$ cat src/turns_pkg.sv
package turns_pkg;
  // ==========================================================
  // serial register map and frame layout
  localparam logic [6:0] REG_CTRL = 7'h1e;
  localparam logic [6:0] REG_TOTAL_HI = 7'h36;
  localparam logic [6:0] REG_TOTAL_LO = 7'h38;
  localparam logic [6:0] REG_ALIVE = 7'h3a;
  localparam logic [6:0] REG_FLAGS = 7'h3c;
  localparam int FRAME_BITS = 32;
  localparam int FRAME_WR_BIT = 31;
  localparam int FRAME_ADDR_LSB = 24;
  localparam logic [5:0] FRAME_HALF = 6'h10;
  localparam logic [5:0] FRAME_FULL = 6'h20;
  // special-action codes in control bits 3:0
  localparam logic [3:0] CMD_TURNS_RESET = 4'h1;
  localparam logic [3:0] CMD_LP_ARM = 4'h2;
  localparam logic [3:0] CMD_FLAG_CLEAR = 4'h3;
  // ==========================================================
  // angle arithmetic
  localparam logic [11:0] WARN_DELTA = 12'h600;
  localparam logic [12:0] REV45_MAX = 13'h07ff;
  localparam logic [12:0] REV45_MIN = 13'h1800;
  localparam logic [12:0] REV180_MAX = 13'h01ff;
  localparam logic [12:0] REV180_MIN = 13'h1e00;
  localparam logic [1:0] INIT_ZERO = 2'h0;
  localparam logic [1:0] INIT_ANGLE = 2'h1;
  localparam logic [23:0] TOTAL_RST = 24'h000000;
  localparam logic [15:0] ALIVE_RST = 16'h0000;
  // ==========================================================
  // timing
  localparam longint REF_CLK_HZ = 20000000;
  localparam longint LP_ENTRY_US = 64;
  localparam logic [11:0] LP_ENTRY_CYCLES =
    12'((LP_ENTRY_US * REF_CLK_HZ + 999999) / 1000000);
  localparam logic [3:0] SCLK_HALF_CYCLES = 4'h8;
  // ==========================================================
  // host command registers (wishbone byte offsets)
  localparam logic [7:0] HREG_CMD = 8'h00;
  localparam logic [7:0] HREG_RDATA = 8'h04;
  localparam logic [7:0] HREG_STATUS = 8'h08;
  localparam logic [7:0] HREG_PINS = 8'h0c;
  // ==========================================================
  typedef enum logic [2:0] {ST_INIT, ST_FULL, ST_WAKE, ST_SLEEP, ST_LOCK} lp_state_t;
  typedef enum logic [0:0] {H_IDLE, H_RUN} host_state_t;
endpackage

$ cat src/turns_link_if.sv
`timescale 1ns/10ps
interface turns_link_if;
  logic sclk;
  logic csn;
  logic mosi;
  logic rouse;
  logic miso_o;
  logic miso_oe;
  logic miso;
  // released line is pulled high
  assign miso = miso_oe ? miso_o : 1'b1;
  modport dev (input sclk, input csn, input mosi, input rouse, output miso_o, output miso_oe);
  modport host (output sclk, output csn, output mosi, output rouse, input miso);
endinterface

$ cat src/turns_device.sv
// Implementation choice: the Wishbone interface to the registers.
`timescale 1ns/10ps
module turns_device #(
  parameter int PERIOD_W = 16
) (
  // clock and reset
  input wire logic REF_CLK,
  input wire logic RESETN,
  // link to host
  turns_link_if.dev LINK,
  // angle sources, same clock
  input wire logic [11:0] FINE_ANGLE,
  input wire logic [11:0] COARSE_ANGLE,
  input wire logic ANGLE_STROBE,
  // static configuration
  input wire logic COUNT_PATH_SELECT,
  input wire logic MODE_180,
  input wire logic [1:0] TURNS_INIT,
  input wire logic [11:0] VELOCITY_THRESHOLD,
  input wire logic [PERIOD_W-1:0] SLEEP_PERIOD_SETTING,
  // power management
  input wire logic PLL_LOCKED,
  output logic PLL_ENABLE,
  output logic OUTPUTS_TRISTATE,
  output logic ANGLE_OUTPUT_VALID
);
  typedef struct packed {
    turns_pkg::lp_state_t st;
    logic [3:0] sync1;
    logic [3:0] sync2;
    logic sclk_d;
    logic [31:0] rx;
    logic [15:0] tx;
    logic [5:0] bitcnt;
    logic miso;
    logic miso_oe;
    logic [23:0] total;
    logic [11:0] held_lo;
    logic [11:0] last_ang;
    logic busy;
    logic ovf;
    logic warn;
    logic [15:0] alive;
    logic armed;
    logic [11:0] low_cnt;
    logic pll_en;
    logic tristate;
    logic out_valid;
  } dev_t;
  dev_t q;
  dev_t d;
  logic period_end;
  logic sclk_s;
  logic csn_s;
  logic mosi_s;
  logic rouse_s;
  logic all_low;
  logic sample;
  logic low_path;
  logic [11:0] src;
  logic signed [11:0] delta;
  logic [11:0] dmag;
  logic [24:0] sum;
  logic [12:0] rev_n;
  logic [12:0] rmax;
  logic [12:0] rmin;
  logic [15:0] rdata;
  logic [6:0] addr;

  // ==========================================================
  // slow interval timer
  sleep_timer #(.W(PERIOD_W)) u_timer (
    .clk(REF_CLK),
    .rst_n(RESETN),
    .period(SLEEP_PERIOD_SETTING),
    .period_end(period_end)
  );

  // ==========================================================
  // synchronised pins, only the second stage is read
  assign sclk_s = q.sync2[0];
  assign csn_s = q.sync2[1];
  assign mosi_s = q.sync2[2];
  assign rouse_s = q.sync2[3];
  assign all_low = !sclk_s && !csn_s && !mosi_s;
  // at the half-frame point the write bit sits in rx[15] and the address just below it
  assign addr = q.rx[14:8];

  // read mux on the address just shifted in
  always_comb begin
    if (addr == turns_pkg::REG_TOTAL_HI) begin
      rdata = {4'h0, q.total[23:12]};
    end else if (addr == turns_pkg::REG_TOTAL_LO) begin
      rdata = {4'h0, q.held_lo};
    end else if (addr == turns_pkg::REG_ALIVE) begin
      rdata = q.alive;
    end else if (addr == turns_pkg::REG_FLAGS) begin
      rdata = {13'h0, q.armed, q.warn, q.ovf};
    end else begin
      rdata = 16'h0000;
    end
  end

  // ==========================================================
  // sample source, delta and saturating accumulation
  always_comb begin
    low_path = (q.st == turns_pkg::ST_WAKE) || (q.st == turns_pkg::ST_SLEEP);
    sample = 1'b0;
    if (q.st == turns_pkg::ST_FULL) begin
      sample = ANGLE_STROBE;
    end else if (q.st == turns_pkg::ST_WAKE) begin
      sample = period_end;
    end else if (q.st == turns_pkg::ST_SLEEP) begin
      sample = period_end || rouse_s;
    end
    // full path only when powered and selected
    src = (COUNT_PATH_SELECT && !low_path) ? FINE_ANGLE : COARSE_ANGLE;
    // 12-bit wrap makes a half turn or more count the other way
    delta = signed'(src - q.last_ang);
    dmag = delta[11] ? 12'(-delta) : 12'(delta);
    sum = {q.total[23], q.total} + {{13{delta[11]}}, delta};
    rev_n = sum[24:12];
    rmax = MODE_180 ? turns_pkg::REV180_MAX : turns_pkg::REV45_MAX;
    rmin = MODE_180 ? turns_pkg::REV180_MIN : turns_pkg::REV45_MIN;
  end

  // ==========================================================
  // main next-state process
  always_comb begin
    d = q;
    d.sync1 = {LINK.rouse, LINK.mosi, LINK.csn, LINK.sclk};
    d.sync2 = q.sync1;
    d.sclk_d = sclk_s;
    // pins-low timer for low-power entry
    if (all_low) begin
      if (q.low_cnt != turns_pkg::LP_ENTRY_CYCLES) begin
        d.low_cnt = q.low_cnt + 12'h001;
      end
    end else begin
      d.low_cnt = 12'h000;
    end
    // serial slave, mode 3; disabled while in low power
    if (csn_s || low_path) begin
      d.bitcnt = 6'h00;
      d.miso_oe = 1'b0;
    end else begin
      d.miso_oe = 1'b1;
      if (sclk_s && !q.sclk_d) begin
        d.rx = {q.rx[30:0], mosi_s};
        d.bitcnt = q.bitcnt + 6'h01;
      end
      if (!sclk_s && q.sclk_d) begin
        d.miso = q.tx[15];
        d.tx = {q.tx[14:0], 1'b0};
      end
      // address complete: fetch data for the second half
      if (q.bitcnt == turns_pkg::FRAME_HALF && d.bitcnt == q.bitcnt) begin
        d.bitcnt = q.bitcnt + 6'h01;
      end
    end
    if (q.bitcnt == turns_pkg::FRAME_HALF && !csn_s && !low_path) begin
      d.tx = rdata;
      if (!q.rx[15] && addr == turns_pkg::REG_TOTAL_HI) begin
        d.held_lo = q.total[11:0];
      end
    end
    // write takes effect at frame end
    if (csn_s && q.bitcnt == 6'h21 && q.rx[turns_pkg::FRAME_WR_BIT]
        && q.rx[30:24] == turns_pkg::REG_CTRL) begin
      if (q.rx[3:0] == turns_pkg::CMD_TURNS_RESET) begin
        d.total = turns_pkg::TOTAL_RST;
        d.ovf = 1'b0;
      end else if (q.rx[3:0] == turns_pkg::CMD_LP_ARM) begin
        d.armed = 1'b1;
      end else if (q.rx[3:0] == turns_pkg::CMD_FLAG_CLEAR) begin
        d.warn = 1'b0;
      end
    end
    // accumulate; a set here overrides any clear above
    if (sample) begin
      d.last_ang = src;
      d.busy = dmag >= VELOCITY_THRESHOLD;
      if ($signed(rev_n) > $signed(rmax)) begin
        d.total = {rmax[11:0], sum[11:0]};
        d.ovf = 1'b1;
      end else if ($signed(rev_n) < $signed(rmin)) begin
        d.total = {rmin[11:0], sum[11:0]};
        d.ovf = 1'b1;
      end else begin
        d.total = sum[23:0];
      end
      if (low_path && dmag > turns_pkg::WARN_DELTA) begin
        d.warn = 1'b1;
      end
    end
    // power state machine
    case (q.st)
      turns_pkg::ST_INIT: begin
        d.last_ang = src;
        if (TURNS_INIT == turns_pkg::INIT_ZERO) begin
          d.total = turns_pkg::TOTAL_RST;
        end else if (TURNS_INIT == turns_pkg::INIT_ANGLE) begin
          d.total = {{12{1'b0}}, src};
        end else begin
          d.total = {{12{1'b0}}, src};
        end
        d.pll_en = 1'b1;
        d.st = turns_pkg::ST_LOCK;
      end
      turns_pkg::ST_FULL: begin
        if (q.low_cnt == turns_pkg::LP_ENTRY_CYCLES && !rouse_s && !q.busy
            && q.armed) begin
          d.st = turns_pkg::ST_WAKE;
          d.armed = 1'b0;
          // parked pins hold select low, so drop the serial output with the pll
          d.miso_oe = 1'b0;
          d.pll_en = 1'b0;
          d.tristate = 1'b1;
          d.out_valid = 1'b0;
        end
      end
      turns_pkg::ST_WAKE: begin
        if (!all_low) begin
          d.st = turns_pkg::ST_LOCK;
          d.pll_en = 1'b1;
        end else if (period_end && !rouse_s && dmag < VELOCITY_THRESHOLD) begin
          d.st = turns_pkg::ST_SLEEP;
        end
        // otherwise stay awake while busy or roused
      end
      turns_pkg::ST_SLEEP: begin
        if (!all_low) begin
          d.st = turns_pkg::ST_LOCK;
          d.pll_en = 1'b1;
        end else if (period_end || rouse_s) begin
          d.st = turns_pkg::ST_WAKE;
          d.alive = q.alive + 16'h0001;
        end
      end
      turns_pkg::ST_LOCK: begin
        d.tristate = 1'b0;
        if (PLL_LOCKED) begin
          d.st = turns_pkg::ST_FULL;
          d.out_valid = 1'b1;
        end
      end
      default: begin
        d.st = turns_pkg::ST_INIT;
      end
    endcase
  end

  // ==========================================================
  // state register
  always_ff @(posedge REF_CLK) begin
    if (!RESETN) begin
      q <= '0;
      q.st <= turns_pkg::ST_INIT;
      q.sync1 <= 4'h3;
      q.sync2 <= 4'h3;
      q.sclk_d <= 1'b1;
      q.miso <= 1'b1;
      q.total <= turns_pkg::TOTAL_RST;
      q.alive <= turns_pkg::ALIVE_RST;
    end else begin
      q <= d;
    end
  end

  assign LINK.miso_o = q.miso;
  assign LINK.miso_oe = q.miso_oe;
  assign PLL_ENABLE = q.pll_en;
  assign OUTPUTS_TRISTATE = q.tristate;
  assign ANGLE_OUTPUT_VALID = q.out_valid;
endmodule

$ cat src/sleep_timer.sv
`timescale 1ns/10ps
module sleep_timer #(
  parameter int W = 16
) (
  // clock and reset
  input wire logic clk,
  input wire logic rst_n,
  // period in clock cycles, and end-of-period pulse
  input wire logic [W-1:0] period,
  output logic period_end
);
  typedef struct packed {
    logic [W-1:0] cnt;
    logic tick;
  } tmr_t;
  tmr_t tmr_reg;
  tmr_t tmr_next;
  // free running whatever the state, so decisions align to fixed boundaries
  always_comb begin
    tmr_next = tmr_reg;
    tmr_next.tick = 1'b0;
    if (tmr_reg.cnt >= period - W'(1)) begin
      tmr_next.cnt = '0;
      tmr_next.tick = 1'b1;
    end else begin
      tmr_next.cnt = tmr_reg.cnt + W'(1);
    end
  end
  always_ff @(posedge clk) begin
    if (!rst_n) begin
      tmr_reg <= '0;
    end else begin
      tmr_reg <= tmr_next;
    end
  end
  assign period_end = tmr_reg.tick;
endmodule

$ cat src/flat_wrapper.sv
// flat-port wrapper written by rule: the top's interface ports become plain ports
module turns_device_flat 
#(
  parameter int PERIOD_W = 16
)
  (REF_CLK, RESETN, FINE_ANGLE, COARSE_ANGLE, ANGLE_STROBE, COUNT_PATH_SELECT, MODE_180, TURNS_INIT, VELOCITY_THRESHOLD, SLEEP_PERIOD_SETTING, PLL_LOCKED, PLL_ENABLE, OUTPUTS_TRISTATE, ANGLE_OUTPUT_VALID, LINK_sclk, LINK_csn, LINK_mosi, LINK_rouse, LINK_miso_o, LINK_miso_oe);
  turns_link_if LINK_i ();
  input wire logic REF_CLK;
  input wire logic RESETN;
  input wire logic [11:0] FINE_ANGLE;
  input wire logic [11:0] COARSE_ANGLE;
  input wire logic ANGLE_STROBE;
  input wire logic COUNT_PATH_SELECT;
  input wire logic MODE_180;
  input wire logic [1:0] TURNS_INIT;
  input wire logic [11:0] VELOCITY_THRESHOLD;
  input wire logic [PERIOD_W-1:0] SLEEP_PERIOD_SETTING;
  input wire logic PLL_LOCKED;
  output logic PLL_ENABLE;
  output logic OUTPUTS_TRISTATE;
  output logic ANGLE_OUTPUT_VALID;
  input wire logic [$bits(LINK_i.sclk)-1:0] LINK_sclk;
  input wire logic [$bits(LINK_i.csn)-1:0] LINK_csn;
  input wire logic [$bits(LINK_i.mosi)-1:0] LINK_mosi;
  input wire logic [$bits(LINK_i.rouse)-1:0] LINK_rouse;
  output wire logic [$bits(LINK_i.miso_o)-1:0] LINK_miso_o;
  output wire logic [$bits(LINK_i.miso_oe)-1:0] LINK_miso_oe;
  assign LINK_i.sclk = LINK_sclk;
  assign LINK_i.csn = LINK_csn;
  assign LINK_i.mosi = LINK_mosi;
  assign LINK_i.rouse = LINK_rouse;
  assign LINK_miso_o = LINK_i.miso_o;
  assign LINK_miso_oe = LINK_i.miso_oe;
  turns_device #(.PERIOD_W(PERIOD_W)) u_core (.REF_CLK(REF_CLK), .RESETN(RESETN), .LINK(LINK_i), .FINE_ANGLE(FINE_ANGLE), .COARSE_ANGLE(COARSE_ANGLE), .ANGLE_STROBE(ANGLE_STROBE), .COUNT_PATH_SELECT(COUNT_PATH_SELECT), .MODE_180(MODE_180), .TURNS_INIT(TURNS_INIT), .VELOCITY_THRESHOLD(VELOCITY_THRESHOLD), .SLEEP_PERIOD_SETTING(SLEEP_PERIOD_SETTING), .PLL_LOCKED(PLL_LOCKED), .PLL_ENABLE(PLL_ENABLE), .OUTPUTS_TRISTATE(OUTPUTS_TRISTATE), .ANGLE_OUTPUT_VALID(ANGLE_OUTPUT_VALID));
endmodule
$ cat config.mk
export PLATFORM = sky130hd
export DESIGN_NAME = turns_device_flat
export DESIGN_NICKNAME = d
export VERILOG_FILES = /design/src/turns_pkg.sv /design/src/turns_link_if.sv /design/src/turns_device.sv /design/src/sleep_timer.sv /design/src/flat_wrapper.sv
export SDC_FILE = /design/constraint.sdc
export NUM_CORES = 1
export LEC_CHECK = 0
export BUFFER_PORTS_ARGS = -buffer_cell sky130_fd_sc_hd__buf_2
export CORE_ASPECT_RATIO = 0.7
export CORE_MARGIN = 2
export CORE_UTILIZATION = 45
export DETAILED_ROUTE_END_ITERATION = 10
export PLACE_DENSITY = 0.6
export REMOVE_ABC_BUFFERS = 1
export SLEW_MARGIN = 15
export SYNTH_ARGS = -nofsm -noshare
export SYNTH_HDL_FRONTEND = slang
export SYNTH_SLANG_ARGS = --single-unit
$ cat constraint.sdc
create_clock -name REF_CLK -period 10.25 [get_ports REF_CLK]
set_clock_uncertainty 0.15 [all_clocks]
set_input_delay 3.075 -clock REF_CLK [delete_from_list [all_inputs] [get_ports REF_CLK]]
set_output_delay 3.075 -clock REF_CLK [all_outputs]
set_load 0.05 [all_outputs]
==> results of run 1 <==
==> how the worst max path moves through the flow <==
stage                           start           end  slack [ns]
global placement    COUNT_PATH_SELECT  u_core.q[78]        0.52
detailed placement  COUNT_PATH_SELECT  u_core.q[78]        0.35
floorplan           COUNT_PATH_SELECT  u_core.q[72]        0.74
global route        COUNT_PATH_SELECT  u_core.q[78]        0.05
finish              COUNT_PATH_SELECT  u_core.q[78]        0.85
CTS                 COUNT_PATH_SELECT  u_core.q[78]        0.78
==> area by class of cell <==
class | count | area (µm²)
Fill cell | 2140 | 10970
Timing Repair Buffer | 84 | 460.4
Sequential cell | 168 | 3363
Tap cell | 312 | 390.4
Clock buffer | 19 | 432.9
Clock inverter | 12 | 166.4
Multi-Input combinational cell | 994 | 6484
Inverter | 63 | 237.7
==> power groups by stage <==
| stage | registers (mW) | logic, mW | clock network (mW) |
|---|---|---|---|
| after floorplan | 0.715 | 0.679 | 0 |
| after global placement | 0.724 | 0.925 | 0 |
| after detailed placement | 0.723 | 0.919 | 0 |
| after CTS | 0.709 | 0.927 | 0.679 |
| after global routing | 0.712 | 1.06 | 0.706 |
| final | 0.710 | 0.941 | 0.668 |
==> metrics by stage <==
step                      setup WS, ns    util  cell area, µm²  power (mW)
final                           0.8531  0.5126           11530       2.319
after floorplan                 0.7393       -           10060       1.394
after global placement          0.5184  0.4858           10930       1.649
after CTS                       0.7802  0.5125           11530       2.315
after global routing           0.04796  0.5126           11530       2.475
after detailed placement        0.3474  0.4858           10930       1.643
==> repair_timing <==
| item | in CTS | in global routing |
|---|---|---|
| setup endpoints to repair | 0 | 7 |
| hold buffers | 0 | 0 |
| hold endpoints to repair | 0 | 0 |
| gates resized for setup | 0 | 1 |
==> layer usage <==
layer	vias up	wire, µm
met2	210	10280
met1	4194	14050
met3	17	1434
met5	-	0
li1	4665	-
met4	0	201
==> worst reg2reg max path, cell delays in order, from the launching register on <==
cell       delay, ns
dfxtp_1         0.54
nand2b_1        0.18
nand2_2         0.27
mux2_2          0.41
ha_1            0.41
a21o_1          0.24
nor3_1          0.18
a221oi_2        0.11
a221o_1         0.32
xor2_1          0.23
inv_2           0.19
ha_1            0.51
nand4_1         0.20
nor3_1          0.27
nand4_1         0.16
o311ai_2        0.38
o31ai_2         0.15
mux2i_1         0.14
a2111oi_1       0.50
inv_1           0.15
ha_1            0.32
inv_1           0.09
o2111ai_1       0.09
nor4_1          0.18
nand4b_1        0.24
nand2_1         0.32
o21ai_0         0.18
a22o_1          0.20
==> cells by family after synthesis <==
kind of cell	after synthesis	share of synthesized area
and+or+nand+nor	492	0.2310
AOI/OAI and AO/OA	310	0.1977
DFF	168	0.3274
buffers and inverters	117	0.04336
xor gates and xnor gates	88	0.07685
adders and majority gates	81	0.1001
muxes	23	0.02363
==> cell usage after synthesis, types with 24 or more instances <==
cell	number	share of area
a211oi_1	28	0.020
a21oi_1	119	0.058
clkbuf_1	43	0.016
dfxtp_1	168	0.33
ha_1	79	0.096
inv_1	60	0.022
nand2_1	160	0.058
nand3_1	39	0.019
nor2_1	128	0.047
nor3_1	24	0.012
o21ai_0	38	0.019
xnor2_1	40	0.034
xor2_1	47	0.040
==> reports/qor.yml, run 1 <==
floorplanning:
  die_w_um: 184.6
  io_pins: 69
  initial_core_util: 0.4565
  std_cell_rows: 46
  die_area_mm2: 0.02407
  core_mm2: 0.02250
  fp.dieH_um: 130.4
power_and_ir_drop:
  power_density_mw_per_mm2: 201.1
  p_int_mw: 1.432
  p_sw_frac: 0.3824
  p_clk_frac: 0.288
  power_frac_seq: 0.306
  power.switching_mw: 0.8869
  comb_power_share: 0.406
  p_leak_nw: 4.615
  peakVddDrop_v: 0.0001004
route:
  drcViolationCount: 0
  drt-initial-drc-count: 919
  drt_wl_total_um: 25970
  drtAntennaViolNets: 0
  drt-pass1-iter-count: 6
  viasPerCell: 5.500
  route.vias.total: 9086
  routedWlPerCell_um: 15.72
global_routing:
  track_usage: 0.2231
  grt_pass1_wl_um: 42860
  overflow: 0
  grt_max_degree: 107
  busiest_layer: "met1"
  antenna_found_initial: 0
  met1_usage: 0.3466
  grtUsageMet2: 0.3187
  first_global_vias: 8176
  grt_use_met3: 0.04268
synth:
  synth-edff-count: 0
  ys_seq_elements: 168
  syn-cell-area_mm2: 0.01027
  synthFlopType: "dfxtp_1"
  synth.distinct_cells: 75
  yosys_warnings: 0
  async_flop_share: 0
  synth-seq-area-share: 0.3274
  syn_inst: 1279
  avgSynthCellArea_um2: 8.033
place:
  place_congestion: 0.9130
  dp.cells: 1621
  dp_hpwl_um: 19340
  port_buffers: 68
setup_path:
  worst-path-stages: 27
  cp.required_ns: 10.42
  cp-start-kind: "primary input"
  cpMostUsedCell: "ha_1"
  max_stage_delay_ns: 0.50
  reg2reg_to: "u_core.q[78]"
  r2r_start: "u_core.q[149]"
  cp_data_arrival_time_ns: 9.57
  crit_path_top_delay_cell: "ha_1"
  setup.reg_to_reg.worst_slack_ns: 2.83
  crit_type: "primary input to flop"
  path_buf_inv: 4
  endpoint_kind: "flop"
  r2r_cells: 27
  cp_top_family: "compound AO/OA/AOI/OAI gates"
  critical_path_peak_fanout: 15
clock_tree:
  cts_sinks: 168
  cts_max_level: 4
  clockBufferDepth: 2
  worst_skew_pair.late_latency_ns: 0.43
  clk_pin_slew_worst_paths_ns: 0.07
  tritoncts: "yes"
  postCtsSetupBuffers: 0
  cts_buffers: 17
  clockRootBuffer: "clkbuf_16"
worst_hold_path:
  hold_path_class: "flop to flop"
  worstHoldStart: "u_core.d[141]"
  hold_depth: 1
  whs_endpoint: "u_core.csn_s"
cells_and_area:
  nets: 1473
  area_delta_synth_final_pct: 12.28
  mostFrequentLayoutCell: "dfxtp_1"
  antennaDiodeCount: 0
  final_cell_mix: "dfxtp_1 (168), nand2_1 (159), nor2_1 (128), a21oi_1 (119), ha_1 (79)"
  instances_no_fill: 1652
  drive_gt1_frac: 0.1075
  largest_reg_flops: 132
sta:
  fin_crit_sh: 0.9168
  rsz0062_at_grt: "false"
  fin_crit_ns: 9.397
  worstMarginPinSlew_ns: 1.175
  hold_viol_final: 0
  holdWs_ns: 0.2634
  setup_tns_ns: 0
  relSlewSlack: 0.2165
  setup_viol: 0
  max_freq_mhz: 106.4
  slew_viol_final: 0
job:
  maxCapViolCount: 0
run_status:
  status: "finished, final reports clean"
(Power assumes the default switching activity.)
==> run 2: changes to the inputs <==
--- a/config.mk
+++ b/config.mk
@@ -7,12 +7,11 @@
 export LEC_CHECK = 0
 export BUFFER_PORTS_ARGS = -buffer_cell sky130_fd_sc_hd__buf_2
 export CORE_ASPECT_RATIO = 0.7
-export CORE_MARGIN = 2
 export CORE_UTILIZATION = 45
 export DETAILED_ROUTE_END_ITERATION = 10
 export PLACE_DENSITY = 0.6
-export REMOVE_ABC_BUFFERS = 1
 export SLEW_MARGIN = 15
 export SYNTH_ARGS = -nofsm -noshare
 export SYNTH_HDL_FRONTEND = slang
+export SYNTH_HIERARCHICAL = 1
 export SYNTH_SLANG_ARGS = --single-unit
==> reports/qor.yml, run 2 <==
route:
  drt-pass1-iter-count: 5  # was 6
  drcViolationCount: 0  # unchanged
  drt-initial-drc-count: 690  # was 919
  routedWlPerCell_um: 15.13  # was 15.72 µm
  viasPerCell: 5.435  # was 5.500
  drt_wl_total_um: 24870  # was 25970 µm
  drtAntennaViolNets: 0  # unchanged
  route.vias.total: 8935  # was 9086
clock_tree:
  tritoncts: "yes"  # unchanged
  clockBufferDepth: 2  # unchanged
  cts_resized: 0  # unchanged
  clockRootBuffer: "clkbuf_16"  # unchanged
  worst_skew_pair.late_latency_ns: 0.43  # about the same
  hold_buffers: 0  # unchanged
  postCtsSetupBuffers: 0  # unchanged
  cts_max_level: 4  # unchanged
  cts_sinks: 168  # unchanged
  cts_buffers: 17  # unchanged
  clk_pin_slew_worst_paths_ns: 0.07  # about the same
place:
  port_buffers: 68  # unchanged
  pre_cts_ws_ns: 0.1413  # was 0.3474 ns
  place_area_mm2: 0.01102  # was 0.01093 mm²
  dp_hpwl_um: 18300  # was 19340 µm
  place_congestion: 0.8701  # was 0.9130
  dp.cells: 1613  # was 1621
setup_path:
  critical_path_peak_fanout: 26  # was 15
  startpoint: "COUNT_PATH_SELECT"  # unchanged
  crit_type: "primary input to flop"  # unchanged
  cp.required_ns: 10.45  # was 10.42 ns
  cp-start-kind: "primary input"  # unchanged
  cpMostUsedCell: "ha_1"  # unchanged
  max_stage_delay_ns: 0.52  # was 0.50 ns
  crit_path_top_delay_cell: "ha_1"  # unchanged
  endpoint_kind: "flop"  # unchanged
  cp_data_arrival_time_ns: 9.77  # was 9.57 ns
  r2r_start: "u_core/q[150]"  # was u_core.q[149]
cells_and_area:
  drive_gt1_frac: 0.1066  # was 0.1075
  instances_no_fill: 1644  # was 1652
  nets: 1465  # was 1473
  fillers: 2251  # was 2140
  area_delta_synth_final_pct: 11.28  # was 12.28%
  final_cell_mix: "nand2_1 (186), dfxtp_1 (168), ha_1 (79), nor2_1 (76)"  # was dfxtp_1 (168), nand2_1 (159), nor2_1 (128), a21oi_1 (119), ha_1 (79)
  final_core_utilization: 0.5115  # was 0.5126
  largest_reg_flops: 132  # unchanged
  antennaDiodeCount: 0  # unchanged
  final_cell_area_mm2: 0.01160  # was 0.01153 mm²
  mostFrequentLayoutCell: "nand2_1"  # was dfxtp_1
  ff_latch_area_mm2: 0.003363  # unchanged
  multiInputGateArea_mm2: 0.006615  # was 0.006484 mm²
power_and_ir_drop:
  p_int_mw: 1.317  # was 1.432 mW
  p_sw_frac: 0.3580  # was 0.3824
  comb_power_share: 0.358  # was 0.406
  power_mw: 2.051  # was 2.319 mW
  power.switching_mw: 0.7342  # was 0.8869 mW
  p_leak_nw: 4.498  # was 4.615 nW
  p_clk_frac: 0.305  # was 0.288
  power_frac_seq: 0.336  # was 0.306
  power_density_mw_per_mm2: 176.8  # was 201.1 mW/mm²
  peakVddDrop_v: 0.0001166  # was 0.0001004 V
synth:
  syn-num-nets: 1420
  synth.distinct_cells: 80  # was 75
  synth.area.top_cells: "dfxtp_1 (32%), ha_1 (9.5%), nand2_1 (6.7%), xnor2_1 (5.5%), a21boi_0 (3.7%)"  # was dfxtp_1 (33%), ha_1 (9.6%), nand2_1 (5.8%), a21oi_1 (5.8%), nor2_1 (4.7%)
  syn-cell-area_mm2: 0.01042  # was 0.01027 mm²
  yosys.area.top_type: "dfxtp_1"  # unchanged
  synth-seq-area-share: 0.3227  # was 0.3274
  synthTopCellsByCount: "nand2_1 (186), dfxtp_1 (168), ha_1 (79), nor2_1 (77), a21oi_1 (68)"  # was dfxtp_1 (168), nand2_1 (160), nor2_1 (128), a21oi_1 (119), ha_1 (79)
  async_flop_share: 0  # unchanged
  synthFlopType: "dfxtp_1"  # unchanged
  yosys.cell_count.top_type: "nand2_1"  # was dfxtp_1
  ys_seq_elements: 168  # unchanged
  yosys_warnings: 6  # was 0
  synth-edff-count: 0  # unchanged
  syn_inst: 1275  # was 1279
  avgSynthCellArea_um2: 8.175  # was 8.033 µm²
  yosysTopAreaCellShare: 0.3227  # was 0.3274
sta:
  worstMarginPinSlew_ns: 1.094  # was 1.175 ns
  setup_viol: 0  # unchanged
  rsz0062_at_grt: "false"  # unchanged
  holdWs_ns: 0.2724  # was 0.2634 ns
  fin_ws_ns: 0.6717  # was 0.8531 ns
  fin_crit_ns: 9.578  # was 9.397 ns
  relSlewSlack: 0.2692  # was 0.2165
  max_freq_mhz: 104.4  # was 106.4 MHz
  fin_crit_sh: 0.9345  # was 0.9168
  setup_tns_ns: 0  # unchanged
  slew_viol_final: 0  # unchanged
  hold_viol_final: 0  # unchanged
run_status:
  status: "finished, final reports clean"  # unchanged
global_routing:
  antenna_found_initial: 0  # unchanged
  track_usage: 0.2142  # was 0.2231
  grt_max_degree: 76  # was 107
  grt_pass1_wl_um: 40730  # was 42860 µm
  overflow: 0  # unchanged
  first_global_vias: 8026  # was 8176
floorplanning:
  core_mm2: 0.02268  # was 0.02250 mm²
  initial_core_util: 0.4596  # was 0.4565
  die_area_mm2: 0.02378  # was 0.02407 mm²
  die_w_um: 183.9  # was 184.6 µm
  std_cell_rows: 46  # unchanged
  io_pins: 69  # unchanged
  fp.dieH_um: 129.3  # was 130.4 µm
worst_hold_path:
  worstHoldStart: "u_core/d[140]"  # was u_core.d[141]
  hold_path_class: "flop to flop"  # unchanged
job:
  maxCapViolCount: 0  # unchanged
## run 2: changes by cell type after synthesis, sizes merged, moves of 18 or more
cell    change
xor2       -24
nand2      +27
a211oi     -25
nor2b      +21
a21oi      -51
and2       +18
a21boi     +50
xnor2      +26
nor2       -51
## run 2: final cells by class
type	count	area share
multi-input cells	991	0.5703
flip-flops and latches	168	0.2900
clock buffers	20	0.03937
repair buffers	78	0.03603
well taps	312	0.03366
inverters	64	0.02093
clock inverters	11	0.009709
## run 2: final timing paths
path                                       to  slack [ns]  depth (start not counted)
worst min register to register  u_core/d[139]        0.27                          1
worst max-delay path             u_core/q[80]        0.67                         31
worst min-delay path            u_core/d[139]        0.27                          1
worst max register to register   u_core/q[80]        2.61                         31
## run 2: per-layer routing
layer,track usage,up-vias,wire (µm)
met4,0.04608,0,146
met1,0.3171,4155,13000
li1,-,4590,-
met2,0.3106,175,10290
met3,0.05228,15,1437
met5,0,-,0
## run 2: power groups by stage
stage	registers [mW]	logic [mW]	clock network [mW]
floorplan	0.699	0.566	0
global placement	0.705	0.715	0
detailed placement	0.704	0.719	0
CTS	0.690	0.723	0.646
global route	0.692	0.823	0.675
finish	0.690	0.735	0.626
## run 2: critical path, delay by kind of cell
kind,cells,cell delay (ns)
multiplexers,1,0.41
XOR/XNOR,2,0.60
buffers and inverters,4,0.52
adder cells (fa/ha/maj),3,1.15
AND/OR/NAND/NOR,8,1.59
AO/OA/AOI/OAI,13,2.38
## run 2: cells by family after synthesis
kind of cell,Yosys count,synth area share
AOI/OAI and AO/OA,267,0.1773
xor gates and xnor gates,90,0.07635
adders and majority gates,81,0.09868
buffers and inverters,116,0.04406
DFF,168,0.3227
muxes,29,0.02893
and+or+nand+nor,524,0.2520
==> run 3: changes to the inputs <==
--- a/config.mk
+++ b/config.mk
@@ -6,10 +6,13 @@
 export NUM_CORES = 1
 export LEC_CHECK = 0
 export BUFFER_PORTS_ARGS = -buffer_cell sky130_fd_sc_hd__buf_2
+export CELL_PAD_IN_SITES_DETAIL_PLACEMENT = 2
+export CELL_PAD_IN_SITES_GLOBAL_PLACEMENT = 2
 export CORE_ASPECT_RATIO = 0.7
-export CORE_UTILIZATION = 45
+export CORE_UTILIZATION = 37
+export CTS_CLUSTER_SIZE = 10
 export DETAILED_ROUTE_END_ITERATION = 10
-export PLACE_DENSITY = 0.6
+export PLACE_DENSITY = 0.78
 export SLEW_MARGIN = 15
 export SYNTH_ARGS = -nofsm -noshare
 export SYNTH_HDL_FRONTEND = slang
==> constraint.sdc (replaced) <==
create_clock -name REF_CLK -period 10.3 [get_ports REF_CLK]
set_clock_uncertainty 0.15 [all_clocks]
set_input_delay 3.09 -clock REF_CLK [delete_from_list [all_inputs] [get_ports REF_CLK]]
set_output_delay 3.09 -clock REF_CLK [all_outputs]
set_load 0.05 [all_outputs]
==> reports/qor.yml, run 3 (same netlist as run 2, synthesis figures left out) <==
setup_path:
  crit_type: "primary input to flop"  # unchanged
  crit_path_top_delay_cell: "ha_1"  # unchanged
  cp-start-kind: "primary input"  # unchanged
  setup.reg_to_reg.worst_slack_ns: 2.26  # was 2.61 ns
  cp_top_family: "compound AO/OA/AOI/OAI gates"  # unchanged
  r2r_start: "u_core/q[149]"  # was u_core/q[150]
  cp_data_arrival_time_ns: 10.12  # was 9.77 ns
  r2r_cells: 31  # unchanged
  cpMostUsedCell: "ha_1"  # unchanged
  endpoint_kind: "flop"  # unchanged
  max_stage_delay_ns: 0.55  # was 0.52 ns
  reg2reg_to: "u_core/q[80]"  # unchanged
  cp.required_ns: 10.50  # was 10.45 ns
  path_buf_inv: 4  # unchanged
  critical_path_peak_fanout: 16  # was 26
cells_and_area:
  nets: 1469  # was 1465
  largest_reg_flops: 132  # unchanged
  antennaDiodeCount: 0  # unchanged
  mostFrequentLayoutCell: "nand2_1"  # unchanged
  final_cell_area_mm2: 0.01171  # was 0.01160 mm²
  area_delta_synth_final_pct: 12.34  # was 11.28%
  final_cell_mix: "nand2_1 (186), dfxtp_1 (168), ha_1 (78), nor2_1 (76)"  # was nand2_1 (186), dfxtp_1 (168), ha_1 (79), nor2_1 (76)
  drive_gt1_frac: 0.1114  # was 0.1066
worst_hold_path:
  whs_endpoint: "u_core/d[139]"  # unchanged
  worstHoldStart: "u_core/d[140]"  # unchanged
  hold_path_class: "flop to flop"  # unchanged
  hold_depth: 1  # unchanged
clock_tree:
  clockBufferDepth: 2  # unchanged
  cts_buffers: 17  # unchanged
  cts_sinks: 168  # unchanged
  worst_skew_pair.late_latency_ns: 0.44  # was 0.43 ns
  clk_pin_slew_worst_paths_ns: 0.07  # about the same
  clockRootBuffer: "clkbuf_16"  # unchanged
  cts_resized: 0  # unchanged
  hold_buffers: 0  # unchanged
  tritoncts: "yes"  # unchanged
  postCtsSetupBuffers: 0  # unchanged
  cts_max_level: 4  # unchanged
route:
  route.vias.total: 9521  # was 8935
  routedWlPerCell_um: 19.41  # was 15.13 µm
  drtAntennaViolNets: 0  # unchanged
  drt_wl_total_um: 33020  # was 24870 µm
  drt-initial-drc-count: 477  # was 690
  drt-pass1-iter-count: 5  # unchanged
  viasPerCell: 5.597  # was 5.435
  drcViolationCount: 0  # unchanged
global_routing:
  antenna_found_initial: 1  # was 0
  track_usage: 0.2370  # was 0.2142
  grt_pass1_wl_um: 54400  # was 40730 µm
  first_global_vias: 10330  # was 8026
  grt_max_degree: 73  # was 76
  overflow: 0  # unchanged
floorplanning:
  initial_core_util: 0.3830  # was 0.4596
  die_area_mm2: 0.02885  # was 0.02378 mm²
  core_mm2: 0.02721  # was 0.02268 mm²
  fp.dieH_um: 142.4  # was 129.3 µm
  die_w_um: 202.6  # was 183.9 µm
  std_cell_rows: 50  # was 46
  io_pins: 69  # unchanged
sta:
  relSlewSlack: 0.2505  # was 0.2692
  worstMarginPinSlew_ns: 1.122  # was 1.094 ns
  rsz0062_at_grt: "false"  # unchanged
  fin_crit_sh: 0.9635
  slew_viol_final: 0  # unchanged
  max_freq_mhz: 100.8
  hold_viol_final: 0  # unchanged
  setup_tns_ns: 0  # unchanged
  setup_viol: 0  # unchanged
  holdWs_ns: 0.2858  # was 0.2724 ns
  fin_crit_ns: 9.924
job:
  maxCapViolCount: 0  # unchanged
power_and_ir_drop:
  p_leak_nw: 4.524  # was 4.498 nW
  power_density_mw_per_mm2: 181.3  # was 176.8 mW/mm²
  peakVddDrop_v: 0.0001346  # was 0.0001166 V
place:
  dp_hpwl_um: 25140  # was 18300 µm
  place_area_mm2: 0.01112  # was 0.01102 mm²
  place_congestion: 0.8410  # was 0.8701
  port_buffers: 68  # unchanged
run_status:
  status: "finished, final reports clean"  # unchanged
run 3: report_power, final:
part	internal, mW	switching (mW)	total, mW
sequential	0.668	0.0202	0.688
combinational	0.304	0.488	0.792
clock	0.355	0.287	0.642
total	1.33	0.795	2.12
run 3: through the flow:
| step | std cells | total power [mW] | setup slack, ns | util |
|---|---|---|---|---|
| 4_1_cts | 1701 | 2.140 | 0.4639 | 0.4300 |
| 5_1_grt | 1701 | 2.253 | 0.05405 | 0.4303 |
| 2_1_floorplan | 1275 | 1.259 | 1.131 | - |
| 3_5_place_dp | 1669 | 1.484 | 0.04714 | 0.4086 |
| 6_report | 1701 | 2.122 | 0.3761 | 0.4303 |
| 3_3_place_gp | 1669 | 1.442 | 0.5307 | 0.4086 |
run 3: routing by layer:
metal  wire [µm]  vias up  GRT usage
met5          19        -          0
met4         241        2    0.04828
met3        1039       22    0.04556
met2       15040      114     0.3873
met1       16680     4797     0.3236
li1            -     4586          -
run 3: how the worst max path moves through the flow:
stage                 startpoint           end  slack [ns]  cells after the start
6_report       COUNT_PATH_SELECT  u_core/q[80]        0.38                     31
2_1_floorplan  COUNT_PATH_SELECT  u_core/q[81]        1.13                     33
4_1_cts        COUNT_PATH_SELECT  u_core/q[80]        0.46                     31
5_1_grt        COUNT_PATH_SELECT  u_core/q[81]        0.05                     31
3_3_place_gp   COUNT_PATH_SELECT  u_core/q[74]        0.53                     29
3_5_place_dp   COUNT_PATH_SELECT  u_core/q[80]        0.05                     31
run 3: worst register-to-register path, delay by kind of cell, from the launching register on:
family                   cells  cell delay (ns)
AO/OA/AOI/OAI               13             2.50
AND/OR/NAND/NOR              9             1.97
adder cells (fa/ha/maj)      3             1.20
XOR/XNOR                     2             0.65
flip-flops                   1             0.56
buffers and inverters        3             0.53
multiplexers                 1             0.39
run 3: area by class of cell:
class                      count  area [µm²]
clock buffer                  20       466.7
clock inverter                12       116.4
fill                        3134       15500
inverter                      64       240.2
multi-input combinational    991        6619
sequential                   168        3363
tap                          364       455.4
timing repair buffer          82       447.9
